### config.mk
export PLATFORM = sky130hd
export DESIGN_NAME = spi_error_init
export DESIGN_NICKNAME = d
export VERILOG_FILES = /design/src/spi_err_pkg.sv /design/src/bit_sync.sv /design/src/err_flag.sv /design/src/spi_error_init.sv
export SDC_FILE = /design/constraint.sdc
export NUM_CORES = 1
export LEC_CHECK = 0
export BUFFER_PORTS_ARGS = -buffer_cell sky130_fd_sc_hd__buf_2
export CAP_MARGIN = 30
export CORE_ASPECT_RATIO = 1.4
export CORE_MARGIN = 4
export CORE_UTILIZATION = 55
export DETAILED_ROUTE_END_ITERATION = 8
export GPL_ROUTABILITY_DRIVEN = 0
export PLACE_DENSITY_LB_ADDON = 0.08
export SYNTH_ARGS = -nofsm -noshare
export SYNTH_HDL_FRONTEND = slang
export SYNTH_SLANG_ARGS = --single-unit
### constraint.sdc
create_clock -name clk -period 3.2 [get_ports clk]
set_input_delay 0.16 -clock clk [delete_from_list [all_inputs] [get_ports clk]]
set_output_delay 0.16 -clock clk [all_outputs]
set_load 0.02 [all_outputs]
### src/spi_err_pkg.sv
// Operation
// - transfer ending with receive buffer full sets overrun and keeps old buffer
// - master overrun copies the command pointer into the error pointer
// - data read clears receive-full and returns the buffer; overrun unaffected
// - transfer ending under overrun loads nothing and leaves receive-full as it was
// - under overrun the shift register still empties so transmit data moves on
// - overrun clears only by reset or zero write after reading it set
// - error interrupt enable requests interrupt on overrun or mode fault
// - no reception into the buffer while overrun stays set
// - multi-master mode is master, not clock-synchronous, fault detect enabled
// - active select-zero in multi-master raises mode fault and copies pointer
// - active level of select-zero comes from its polarity bit
// - slave mode faults when select-zero drops during a running transfer
// - any mode fault stops output drive and clears function enable
// - enable writes of one are ignored while mode fault is set
// - mode fault clears only by reset or zero write after reading it set
// - disabling aborts transfer, resets state, sets transmit-empty
// - disabling keeps every control bit
// - disabling keeps receive-full, overrun, mode fault and pointer status; the code clears the command pointer on disable
// - transmit interrupt requested while transmit-empty and its enable are one
// - hardware reset initialises all control, status and data
// - single-master mode never detects mode faults
// - multi-master fault stops clock, master data and select outputs
// - slave fault stops slave data output and drops the transfer
package spi_err_pkg;
  localparam int DATA_W = 8;
  localparam int PTR_W = 2;
  localparam int SEL_OUT_W = 3;
  // serial clock period made in master mode, and our own clock period
  localparam int SCK_PERIOD_NS = 125;
  localparam int CLK_PERIOD_PS = 4000;
  // half period rounds down so the clock is never slower than asked
  localparam int HALF_CYC = (SCK_PERIOD_NS * 1000) / (2 * CLK_PERIOD_PS);
  localparam int DIV_W = 8;
  localparam logic RST_TX_EMPTY = 1'h1;
  localparam logic RST_BIT = 1'h0;

  typedef enum logic [2:0] {
    ST_IDLE = 3'h1,
    ST_MASTER = 3'h2,
    ST_SLAVE = 3'h4
  } xfer_state_t;

  // a select line is active when its level equals its polarity bit
  function automatic logic sel_active(input logic lvl, input logic pol);
    return lvl == pol;
  endfunction
endpackage

### src/bit_sync.sv
`timescale 1ns/1ps
`default_nettype none
module bit_sync #(
  parameter int W = 1
) (
  input wire logic clk,
  input wire logic sys_rst,
  input wire logic [W-1:0] d,
  output logic [W-1:0] q
);
  logic [W-1:0] s1_r;

  // two stages; only the second stage is visible
  always_ff @(posedge clk or posedge sys_rst)
  begin
    if (sys_rst)
    begin
      s1_r <= '0;
      q <= '0;
    end
    else
    begin
      s1_r <= d;
      q <= s1_r;
    end
  end
endmodule // bit_sync
`default_nettype wire

### src/err_flag.sv
`timescale 1ns/1ps
`default_nettype none
module err_flag (
  input wire logic clk,
  input wire logic sys_rst,
  input wire logic set_ev,
  input wire logic stat_read,
  input wire logic clr_wr,
  output logic flag
);
  logic armed_r;
  logic flag_nxt;
  logic armed_nxt;

  // a clear needs a prior read of the set flag; a new event beats the clear
  assign flag_nxt = set_ev | (flag & ~(clr_wr & armed_r));
  assign armed_nxt = flag_nxt & (armed_r | (stat_read & flag));

  // only reset or an armed zero write brings the flag down
  always_ff @(posedge clk or posedge sys_rst)
  begin
    if (sys_rst)
    begin
      flag <= spi_err_pkg::RST_BIT;
      armed_r <= spi_err_pkg::RST_BIT;
    end
    else
    begin
      flag <= flag_nxt;
      armed_r <= armed_nxt;
    end
  end
endmodule // err_flag
`default_nettype wire

### src/spi_error_init.sv
`timescale 1ns/1ps
`default_nettype none
module spi_error_init #(
  parameter int DATA_W = spi_err_pkg::DATA_W,
  parameter int PTR_W = spi_err_pkg::PTR_W,
  parameter int SEL_OUT_W = spi_err_pkg::SEL_OUT_W,
  parameter int HALF_CYC = spi_err_pkg::HALF_CYC
) (
  input wire logic clk,
  input wire logic sys_rst,
  input wire logic ctrl_write,
  input wire logic function_enable_wd,
  input wire logic transmit_interrupt_enable_wd,
  input wire logic error_interrupt_enable_wd,
  input wire logic master_select_wd,
  input wire logic clock_sync_select_wd,
  input wire logic mode_fault_enable_wd,
  input wire logic select_zero_polarity,
  input wire logic [SEL_OUT_W-1:0] select_out_polarity,
  input wire logic [PTR_W-1:0] sequence_last,
  input wire logic status_read,
  input wire logic status_write,
  input wire logic overrun_wd,
  input wire logic mode_fault_wd,
  input wire logic data_write,
  input wire logic [DATA_W-1:0] write_data,
  input wire logic data_read,
  output logic [DATA_W-1:0] read_data,
  output logic function_enable,
  output logic receive_full_flag,
  output logic overrun_flag,
  output logic mode_fault_flag,
  output logic transmit_empty_flag,
  output logic [PTR_W-1:0] command_pointer,
  output logic [PTR_W-1:0] error_command_pointer,
  output logic error_irq,
  output logic transmit_irq,
  input wire logic serial_clock_line_in,
  output logic serial_clock_line_out,
  output logic serial_clock_line_oe,
  input wire logic master_data_out_line_in,
  output logic master_data_out_line_out,
  output logic master_data_out_line_oe,
  input wire logic slave_data_out_line_in,
  output logic slave_data_out_line_out,
  output logic slave_data_out_line_oe,
  input wire logic slave_select_zero_input,
  output logic [SEL_OUT_W-1:0] slave_select_out,
  output logic slave_select_out_oe
);
  localparam logic [spi_err_pkg::DIV_W-1:0] DIV_LAST = spi_err_pkg::DIV_W'(HALF_CYC - 1);
  localparam logic [7:0] BIT_LAST = 8'(DATA_W - 1);

  // control bits
  logic tie_r;
  logic eie_r;
  logic ms_r;
  logic css_r;
  logic mfe_r;
  logic fe_nxt;

  // datapath and status
  logic [DATA_W-1:0] tx_buf_r;
  logic [DATA_W-1:0] rx_buf_r;
  logic [DATA_W-1:0] shift_r;
  logic [DATA_W-1:0] shift_in;
  logic rx_full_nxt;
  logic tx_empty_nxt;
  logic shift_full_r;
  logic out_r;
  logic [7:0] bit_cnt_r;
  logic [spi_err_pkg::DIV_W-1:0] div_r;
  logic sck_r;
  spi_err_pkg::xfer_state_t st_r;
  spi_err_pkg::xfer_state_t st_nxt;

  // synchronised pins: clock, select zero, master data, slave data
  logic [3:0] pins_s;
  logic sclk_s;
  logic ss_s;
  logic mosi_s;
  logic miso_s;
  logic sclk_d_r;
  logic ss_act_d_r;

  // decode
  logic multi_master;
  logic ss_act;
  logic active;
  logic mm_fault;
  logic sl_fault;
  logic mode_fault_flag_set;
  logic ovr_set;
  logic rx_load;
  logic xfer_end;
  logic tick;
  logic m_rise;
  logic m_fall;
  logic s_rise;
  logic s_fall;
  logic rise_ev;
  logic fall_ev;
  logic din;
  logic last_bit;
  logic shift_load;
  logic ss_rise;
  logic in_master;
  logic in_slave;
  logic ptr_wrap;

  bit_sync #(
    .W(4)
  ) u_sync (
    .clk(clk),
    .sys_rst(sys_rst),
    .d({serial_clock_line_in, slave_select_zero_input, master_data_out_line_in,
        slave_data_out_line_in}),
    .q(pins_s)
  );

  assign sclk_s = pins_s[3];
  assign ss_s = pins_s[2];
  assign mosi_s = pins_s[1];
  assign miso_s = pins_s[0];

  // mode decode and fault sources
  assign multi_master = ms_r & ~css_r & mfe_r;
  assign ss_act = spi_err_pkg::sel_active(ss_s, select_zero_polarity);
  assign mm_fault = function_enable & multi_master & ss_act;
  assign sl_fault = in_slave & ~ms_r & mfe_r & ~css_r & ~ss_act;
  assign mode_fault_flag_set = mm_fault | sl_fault;
  assign active = function_enable & ~mode_fault_flag_set;
  assign in_master = st_r == spi_err_pkg::ST_MASTER;
  assign in_slave = st_r == spi_err_pkg::ST_SLAVE;

  // bit timing: master from the divider, slave from sampled clock edges
  assign tick = in_master & (div_r == DIV_LAST);
  assign m_rise = tick & ~sck_r;
  assign m_fall = tick & sck_r;
  assign s_rise = in_slave & sclk_s & ~sclk_d_r;
  assign s_fall = in_slave & ~sclk_s & sclk_d_r;
  assign rise_ev = m_rise | s_rise;
  assign fall_ev = m_fall | s_fall;
  assign din = ms_r ? miso_s : mosi_s;
  assign shift_in = {shift_r[DATA_W-2:0], din};
  assign last_bit = bit_cnt_r == BIT_LAST;
  // a fault in the same cycle aborts the transfer, its data is lost
  assign xfer_end = rise_ev & last_bit & active;
  assign ss_rise = ss_act & ~ss_act_d_r;
  assign shift_load = active & ~shift_full_r & ~transmit_empty_flag;

  // end-of-transfer outcomes
  assign ovr_set = xfer_end & receive_full_flag & ~overrun_flag;
  assign rx_load = xfer_end & ~receive_full_flag & ~overrun_flag;
  // a new entry beats a read in the same cycle
  assign rx_full_nxt = rx_load | (receive_full_flag & ~data_read);
  assign tx_empty_nxt = ~active | shift_load |
                        (transmit_empty_flag & ~data_write);
  // writes of one are refused while a mode fault stands
  assign fe_nxt = mode_fault_flag_set ? 1'h0 :
                  ctrl_write ? (function_enable_wd & ~mode_fault_flag) :
                  function_enable;
  assign ptr_wrap = command_pointer == sequence_last;

  // transfer state; disabling returns to idle at once
  always_comb
  begin
    st_nxt = st_r;
    case (st_r)
      spi_err_pkg::ST_IDLE:
        if (active & ms_r & shift_full_r)
          st_nxt = spi_err_pkg::ST_MASTER;
        else if (active & ~ms_r & ss_rise)
          st_nxt = spi_err_pkg::ST_SLAVE;
      spi_err_pkg::ST_MASTER,
      spi_err_pkg::ST_SLAVE:
        if (xfer_end)
          st_nxt = spi_err_pkg::ST_IDLE;
      default:
        st_nxt = spi_err_pkg::ST_IDLE;
    endcase
    if (!active)
      st_nxt = spi_err_pkg::ST_IDLE;
  end

  // control bits survive a disable; only reset and control writes touch them, except function enable, which a mode fault also clears
  always_ff @(posedge clk or posedge sys_rst)
  begin
    if (sys_rst)
    begin
      function_enable <= spi_err_pkg::RST_BIT;
      tie_r <= spi_err_pkg::RST_BIT;
      eie_r <= spi_err_pkg::RST_BIT;
      ms_r <= spi_err_pkg::RST_BIT;
      css_r <= spi_err_pkg::RST_BIT;
      mfe_r <= spi_err_pkg::RST_BIT;
    end
    else
    begin
      function_enable <= fe_nxt;
      if (ctrl_write)
      begin
        tie_r <= transmit_interrupt_enable_wd;
        eie_r <= error_interrupt_enable_wd;
        ms_r <= master_select_wd;
        css_r <= clock_sync_select_wd;
        mfe_r <= mode_fault_enable_wd;
      end
    end
  end

  // buffers and their flags; disabling resets only transmit side
  always_ff @(posedge clk or posedge sys_rst)
  begin
    if (sys_rst)
    begin
      tx_buf_r <= '0;
      rx_buf_r <= '0;
      read_data <= '0;
      receive_full_flag <= spi_err_pkg::RST_BIT;
      transmit_empty_flag <= spi_err_pkg::RST_TX_EMPTY;
    end
    else
    begin
      if (data_write & transmit_empty_flag & active)
        tx_buf_r <= write_data;
      if (rx_load)
        rx_buf_r <= shift_in;
      if (data_read)
        read_data <= rx_buf_r;
      receive_full_flag <= rx_full_nxt;
      transmit_empty_flag <= tx_empty_nxt;
    end
  end

  // shift register empties at every transfer end, overrun or not
  always_ff @(posedge clk or posedge sys_rst)
  begin
    if (sys_rst)
      shift_full_r <= spi_err_pkg::RST_BIT;
    else if (!active || xfer_end)
      shift_full_r <= 1'h0;
    else if (shift_load)
      shift_full_r <= 1'h1;
  end

  // shift data: sample on rising edge, present next bit on falling edge
  always_ff @(posedge clk or posedge sys_rst)
  begin
    if (sys_rst)
    begin
      shift_r <= '0;
      out_r <= spi_err_pkg::RST_BIT;
      bit_cnt_r <= '0;
    end
    else
    begin
      if (shift_load)
        shift_r <= tx_buf_r;
      else if (rise_ev)
        shift_r <= shift_in;
      if (shift_load)
        out_r <= tx_buf_r[DATA_W-1];
      else if (fall_ev)
        out_r <= shift_r[DATA_W-1];
      if (st_r == spi_err_pkg::ST_IDLE)
        bit_cnt_r <= '0;
      else if (rise_ev)
        bit_cnt_r <= bit_cnt_r + 8'h01;
    end
  end

  // master clock divider; the clock parks low outside a transfer
  always_ff @(posedge clk or posedge sys_rst)
  begin
    if (sys_rst)
    begin
      div_r <= '0;
      sck_r <= spi_err_pkg::RST_BIT;
    end
    else if (!in_master)
    begin
      div_r <= '0;
      sck_r <= 1'h0;
    end
    else
    begin
      div_r <= tick ? '0 : div_r + 1'h1;
      if (tick)
        sck_r <= ~sck_r;
    end
  end

  // edge history of the synchronised clock and select
  always_ff @(posedge clk or posedge sys_rst)
  begin
    if (sys_rst)
    begin
      sclk_d_r <= spi_err_pkg::RST_BIT;
      ss_act_d_r <= spi_err_pkg::RST_BIT;
    end
    else
    begin
      sclk_d_r <= sclk_s;
      ss_act_d_r <= ss_act;
    end
  end

  // state, command pointer and error pointer
  always_ff @(posedge clk or posedge sys_rst)
  begin
    if (sys_rst)
    begin
      st_r <= spi_err_pkg::ST_IDLE;
      command_pointer <= '0;
      error_command_pointer <= '0;
    end
    else
    begin
      st_r <= st_nxt;
      if (!function_enable)
        command_pointer <= '0;
      else if (xfer_end & ms_r)
        command_pointer <= ptr_wrap ? '0 : command_pointer + 1'h1;
      if ((ovr_set & ms_r) | mm_fault)
        error_command_pointer <= command_pointer;
    end
  end

  // select outputs asserted only while a master transfer runs
  always_ff @(posedge clk or posedge sys_rst)
  begin
    if (sys_rst)
      slave_select_out <= '0;
    else
      slave_select_out <= in_master ? select_out_polarity : ~select_out_polarity;
  end

  // error request is one pulse per detected error
  always_ff @(posedge clk or posedge sys_rst)
  begin
    if (sys_rst)
      error_irq <= spi_err_pkg::RST_BIT;
    else
      error_irq <= eie_r & (ovr_set | mode_fault_flag_set);
  end

  err_flag u_ovr (
    .clk(clk),
    .sys_rst(sys_rst),
    .set_ev(ovr_set),
    .stat_read(status_read),
    .clr_wr(status_write & ~overrun_wd),
    .flag(overrun_flag)
  );

  err_flag u_mode_fault_flag (
    .clk(clk),
    .sys_rst(sys_rst),
    .set_ev(mode_fault_flag_set),
    .stat_read(status_read),
    .clr_wr(status_write & ~mode_fault_wd),
    .flag(mode_fault_flag)
  );

  // master pins stay driven while disabled, dropped after a fault
  assign serial_clock_line_out = sck_r;
  assign serial_clock_line_oe = ms_r & ~mode_fault_flag;
  assign master_data_out_line_out = out_r;
  assign master_data_out_line_oe = ms_r & ~mode_fault_flag;
  assign slave_select_out_oe = ms_r & ~mode_fault_flag;
  // slave data is high impedance whenever the slave is disabled
  assign slave_data_out_line_out = out_r;
  assign slave_data_out_line_oe = ~ms_r & function_enable & in_slave;
  assign transmit_irq = tie_r & transmit_empty_flag;
endmodule // spi_error_init
`default_nettype wire
* Word level (Yosys, flattened, before mapping)
Cells that the tools add are included.
Cells by class: bitwise logic cells 84, equality and inequality tests 11, multiplexer cells 24, add/subtract/negate cells 3, reductions and logical operators 9
Operators with widths (number):
- bitwise AND 1 bit | 51
- two-way mux 8 bit | 6
- NOT 1 bit | 20
- adder 8 x 1 -> 8 bit (second input constant) | 2
- two-way mux 3 bit | 5
- OR 1 bit | 12
- nonzero test 2 bit | 5
- two-way mux 1 bit | 9
- equality test 8 x 3 -> 1 bit (second input constant) | 1
- equality test 8 x 4 -> 1 bit (second input constant) | 1
- two-way mux 2 bit | 3
- case mux 3 bit (2 select lines) | 1
- != test 4 bit (second input constant) | 1
- equality test 3 x 1 -> 1 bit (second input constant) | 1
- equality test 3 x 2 -> 1 bit (second input constant) | 1
- equality test 3 bit (second input constant) | 1
- != test 3 bit (second input constant) | 1
- NOT 3 bit | 1
- adder 2 x 1 -> 2 bit (second input constant) | 1
- equality test 2 bit | 1
- != test 2 x 1 -> 1 bit (second input constant) | 1
- != test 2 bit (second input constant) | 1
- AND reduction 2 bit | 1
- OR reduction 2 bit | 1
- 3 further kinds | 3
Word-level totals: bits in registers 84, logic and storage cells 161, input port bits 33, output and inout port bits 29

* Logic depth before layout (Yosys ltp)
depth in word-level cells 14, mapped depth 9, gate-level depth less buffers 7

* Modules after synthesis
Synthesis repeated with hierarchy kept, for this count alone.
Second synthesis, totals: cells, all modules 302, area total of the unflattened synthesis 3703.6 sq um
By module, submodules not included:
- spi_error_init | times used 1, cells each 275, area an instance 3326.9 sq um, sequential area each 1804.2 sq um
- bit_sync | times used 1, cells each 9, area an instance 203.9 sq um, sequential area each 200.2 sq um
- err_flag | times used 2, cells each 9, area an instance 86.3 sq um, sequential area each 50.0 sq um

* Worst setup path after synthesis
OpenSTA, ideal clock, no wires.
kind reg2reg, start point register st_r[2], end point register rx_buf_r[0], cell stages (with the launch flop) 6, period minus slack after synthesis 2246 ps, arrival time 2122 ps, path slack 954 ps, cell sequence dfrtp_1 > or3b_1 > nor3b_4 > o2111ai_4 > nor4_4 > mux2_2
On the way: longest elaborated chain between the ends 11, elaborated cells between the ends (all ways) 18, classes of those cells eq/ne (2); bitwise (16)
Ends and longest elaborated chain:
- start: declaration | RTL line spi_error_init.sv:74 | spi_err_pkg::xfer_state_t st_r;
- start signal: assignment | RTL line spi_error_init.sv:314 | st_r <= spi_err_pkg::ST_IDLE;
- start signal: assignment | RTL line spi_error_init.sv:320 | st_r <= st_nxt;
- equality test 3 bit | RTL line spi_error_init.sv:134 | assign in_slave = st_r == spi_err_pkg::ST_SLAVE;
- bitwise AND 1 bit (4 in series) | RTL line spi_error_init.sv:130 | assign sl_fault = in_slave & ~ms_r & mfe_r & ~css_r & ~ss_act;
- OR 1 bit | RTL line spi_error_init.sv:131 | assign mode_fault_flag_set = mm_fault | sl_fault;
- NOT 1 bit | RTL line spi_error_init.sv:132 | assign active = function_enable & ~mode_fault_flag_set;
- bitwise AND 1 bit | RTL line spi_error_init.sv:132
- bitwise AND 1 bit * | RTL line spi_error_init.sv:148 | assign xfer_end = rise_ev & last_bit & active;
- bitwise AND 1 bit * (2 in series) | RTL line spi_error_init.sv:154 | assign rx_load = xfer_end & ~receive_full_flag & ~overrun_flag;
- end signal: assignment | RTL line spi_error_init.sv:228 | rx_buf_r <= shift_in;
- end: declaration | RTL line spi_error_init.sv:64 | logic [DATA_W-1:0] rx_buf_r;
Every way passes the cells marked *; elsewhere a longest branch is shown, timed or not. A chain may end at the register's enable or synchronous reset.

* Final worst setup path
start point register st_r[2], end point register rx_buf_r[1]
The elaborated chain is that of the path after synthesis.

==> impl_metrics.ini <==
[clocking]
cts_sinks = 84
h-tree-depth = 3
clkTransAtPathRegs_ns = 0.08
clockBufferDepth = 2
clk_latency_ns = 0.34
cts_buffers = 9
clockRootBuffer = clkbuf_8
cts_resized = 0
cts_tree = yes

[setup_path]
path_delay_family = simple AND/OR/NAND/NOR gates
cp_slowest_cell = nor4_4
worstPathArrival_ns = 2.78
cp_cell_sequence = or3b_1 -> nor3b_4 -> o2111ai_4 -> nor4_4 -> mux2_2
path_max_fanout = 10
cp.required_ns = 3.42
crit_type = reg2reg
critPathLaunchType = flop
path_buf_inv = 0
cp-end-kind = flop
cp_slowest_stage_delay_ns = 0.52

[pwr]
seqPwrFrac_pct = 53.1
pwr-share-clk_pct = 31.8
switching_share_pct = 26.4
intPower_w = 0.00182
vdd_drop_max_v = 0.000391
power_w = 0.00247
p_sw_w = 0.000651
power_density_nw_per_um2 = 573
p_leak_nw = 2.03
combPwrFrac_pct = 15.1

[die]
die_x_um = 76.6
ios = 62
num_rows = 34
die_area_um2 = 7960
design.core.area_um2 = 6300
die_h_um = 104
initial_core_util_pct = 57.5

[timing]
setup_slack_ns = 0.640
rsz0062_at_grt = false
fin_crit_ns = 2.56
worst_pin_slew_ns = 0.612
tns_ns = 0
fmax_mhz = 391
drv_slew = 0
final.period_utilization_pct = 80.0
hold_viol = 0
setup_violations = 0
relSlewSlack_pct = 58.9
finClkSkew_ns = 0.00879

[job]
maxCapViolCount = 0

[final_layout]
diodes = 0
fin_nets = 402
multi_input_area_um2 = 1440
layout-drive-gt1-share_pct = 33.2
layout_common_cells = 82 x dfrtp_1, 61 x buf_2, 32 x mux2_2, 27 x nor2_1, 19 x a21oi_1
fillers = 491
area_growth_pct = 19.1
final_area_um2 = 4310
final_common_cell = dfrtp_1
regArea_um2 = 2100

[yosys]
ys_async_sr_fraction_pct = 100
synth_edf_count = 0
synth_top_area_share_pct = 56.7
yosys-top-cells-area = dfrtp_1 57%, mux2_2 10%, mux2i_1 3.0%, nor2_1 2.8%, a21oi_1 2.6%
yosysTopAreaCell = dfrtp_1
synth_flop_cell = dfrtp_1
synthCells = 291
synth_area_um2 = 3620
synth-seq-cells = 84
ys_seq_area_share_pct = 58.2
synth_fp_nets = 327
avgSynthCellArea_um2 = 12.4
yosysWarnings = 0
yosysUniqueCellTypes = 46

[route]
wirelength_mm = 6.61
vias_per_cell = 5.42
drc_errors = 0
vias = 2397
drtPass1Iterations = 4
routedWlPerCell_um = 14.9
drtIter0Drc = 72
ant_nets = 0

[global_route]
grt_pass1_wl_mm = 11.3
grt_max_degree = 67
globalRouteOverflowTotal = 0
track_usage_pct = 17.7
antenna_found_initial = 0
grt_pass1_vias = 2419

[placed_design]
post_dp_cell_area_um2 = 4020
dp_hpwl_mm = 4.88
port-buffer-count = 61
place_ws_ns = 0.636

[worst_hold_path]
hp-class = in2reg

[run_status]
status = finished clean
==> cell type report <==
class                           instances  share of cell area [%]
Clock inverter                          5                    1.80
Tap cell                               72                    2.09
Inverter                                4                   0.377
Multi-Input combinational cell        192                    33.5
Timing Repair Buffer                   75                    10.5
Clock buffer                           10                    2.96
Sequential cell                        84                    48.8
==> power by group through the flow <==
stage          clock [W]  sequential [W]  combinational, W
2_1_floorplan          0         0.00131          0.000270
3_3_place_gp           0         0.00132          0.000358
3_5_place_dp           0         0.00133          0.000371
4_1_cts         0.000811         0.00131          0.000379
5_1_grt         0.000864         0.00133          0.000414
6_report        0.000786         0.00131          0.000372
==> worst reg2reg max path, cell delays in order (launching register included) <==
cell,delay [ns]
dfrtp_1,0.46
or3b_1,0.45
nor3b_4,0.34
o2111ai_4,0.26
nor4_4,0.52
mux2_2,0.41
==> per-stage QoR <==
step                      hold WS, ns  utilization, %  instances
after floorplan                 0.191               -        291
after global placement          0.268            63.5        418
after detailed placement        0.196            63.9        419
after CTS                      0.0279            68.4        442
after global routing           0.0353            68.4        442
final                          0.0479            68.4        442
==> final timing paths <==
check	from	cells after the start	endpoint	slack, ns
max in group asynchronous	sys_rst	5	transmit_empty_flag	2.16
worst min-delay path	write_data[2]	2	tx_buf_r[2]	0.05
worst max register to register	st_r[2]	5	rx_buf_r[1]	0.64
worst min register to register	u_sync.s1_r[2]	0	u_sync.q[2]	0.35
min in group asynchronous	sys_rst	4	u_sync.q[3]	0.40
worst max-delay path	st_r[2]	5	rx_buf_r[1]	0.64
==> routing by layer <==
metal	vias to the layer above	track usage (%)	wire length, µm
li1	1175	-	-
met1	1171	21.7	2840
met2	43	31.0	3460
met3	8	3.21	225
met4	0	6.22	82
met5	-	0	0
==> synth_stat cells, types with 4 or more instances <==
library cell / n
a21oi_1: 19
and2_1: 6
clkbuf_1: 5
dfrtp_1: 82
inv_1: 4
mux2_2: 32
mux2i_1: 11
nand2_1: 13
nand2b_1: 4
nor2_1: 27
nor2b_1: 4
nor3b_1: 4
o21ai_0: 8
xnor2_1: 7
xor2_1: 9
==> state kept, by name, summed over array words and instances (netlist names), 2 cells and up <==
name and cells:
div_r 8, tx_buf_r 8, u_sync.s1_r 4, st_r 3, slave_select_out 3, error_command_pointer 2
rx_buf_r 8, u_sync.q 4, command_pointer 2, bit_cnt_r 8, shift_r 8, read_data 8
==> logic make-up after synthesis <==
family	after synthesis	share of synthesized area [%]
adder cells (fa/ha/maj)	3	1.04
XOR/XNOR	16	3.87
multiplexers	43	13.0
buffers and inverters	15	1.97
AND/OR/NAND/NOR	83	13.2
flip-flops	84	58.2
AO/OA/AOI/OAI	47	8.75
==> timing repair <==
action / in CTS / in global routing
setup buffers: 0 / 0
endpoints found under the hold margin: 25 / 0
hold buffers: 8 / 0
Power figures use the tool's default switching activity.
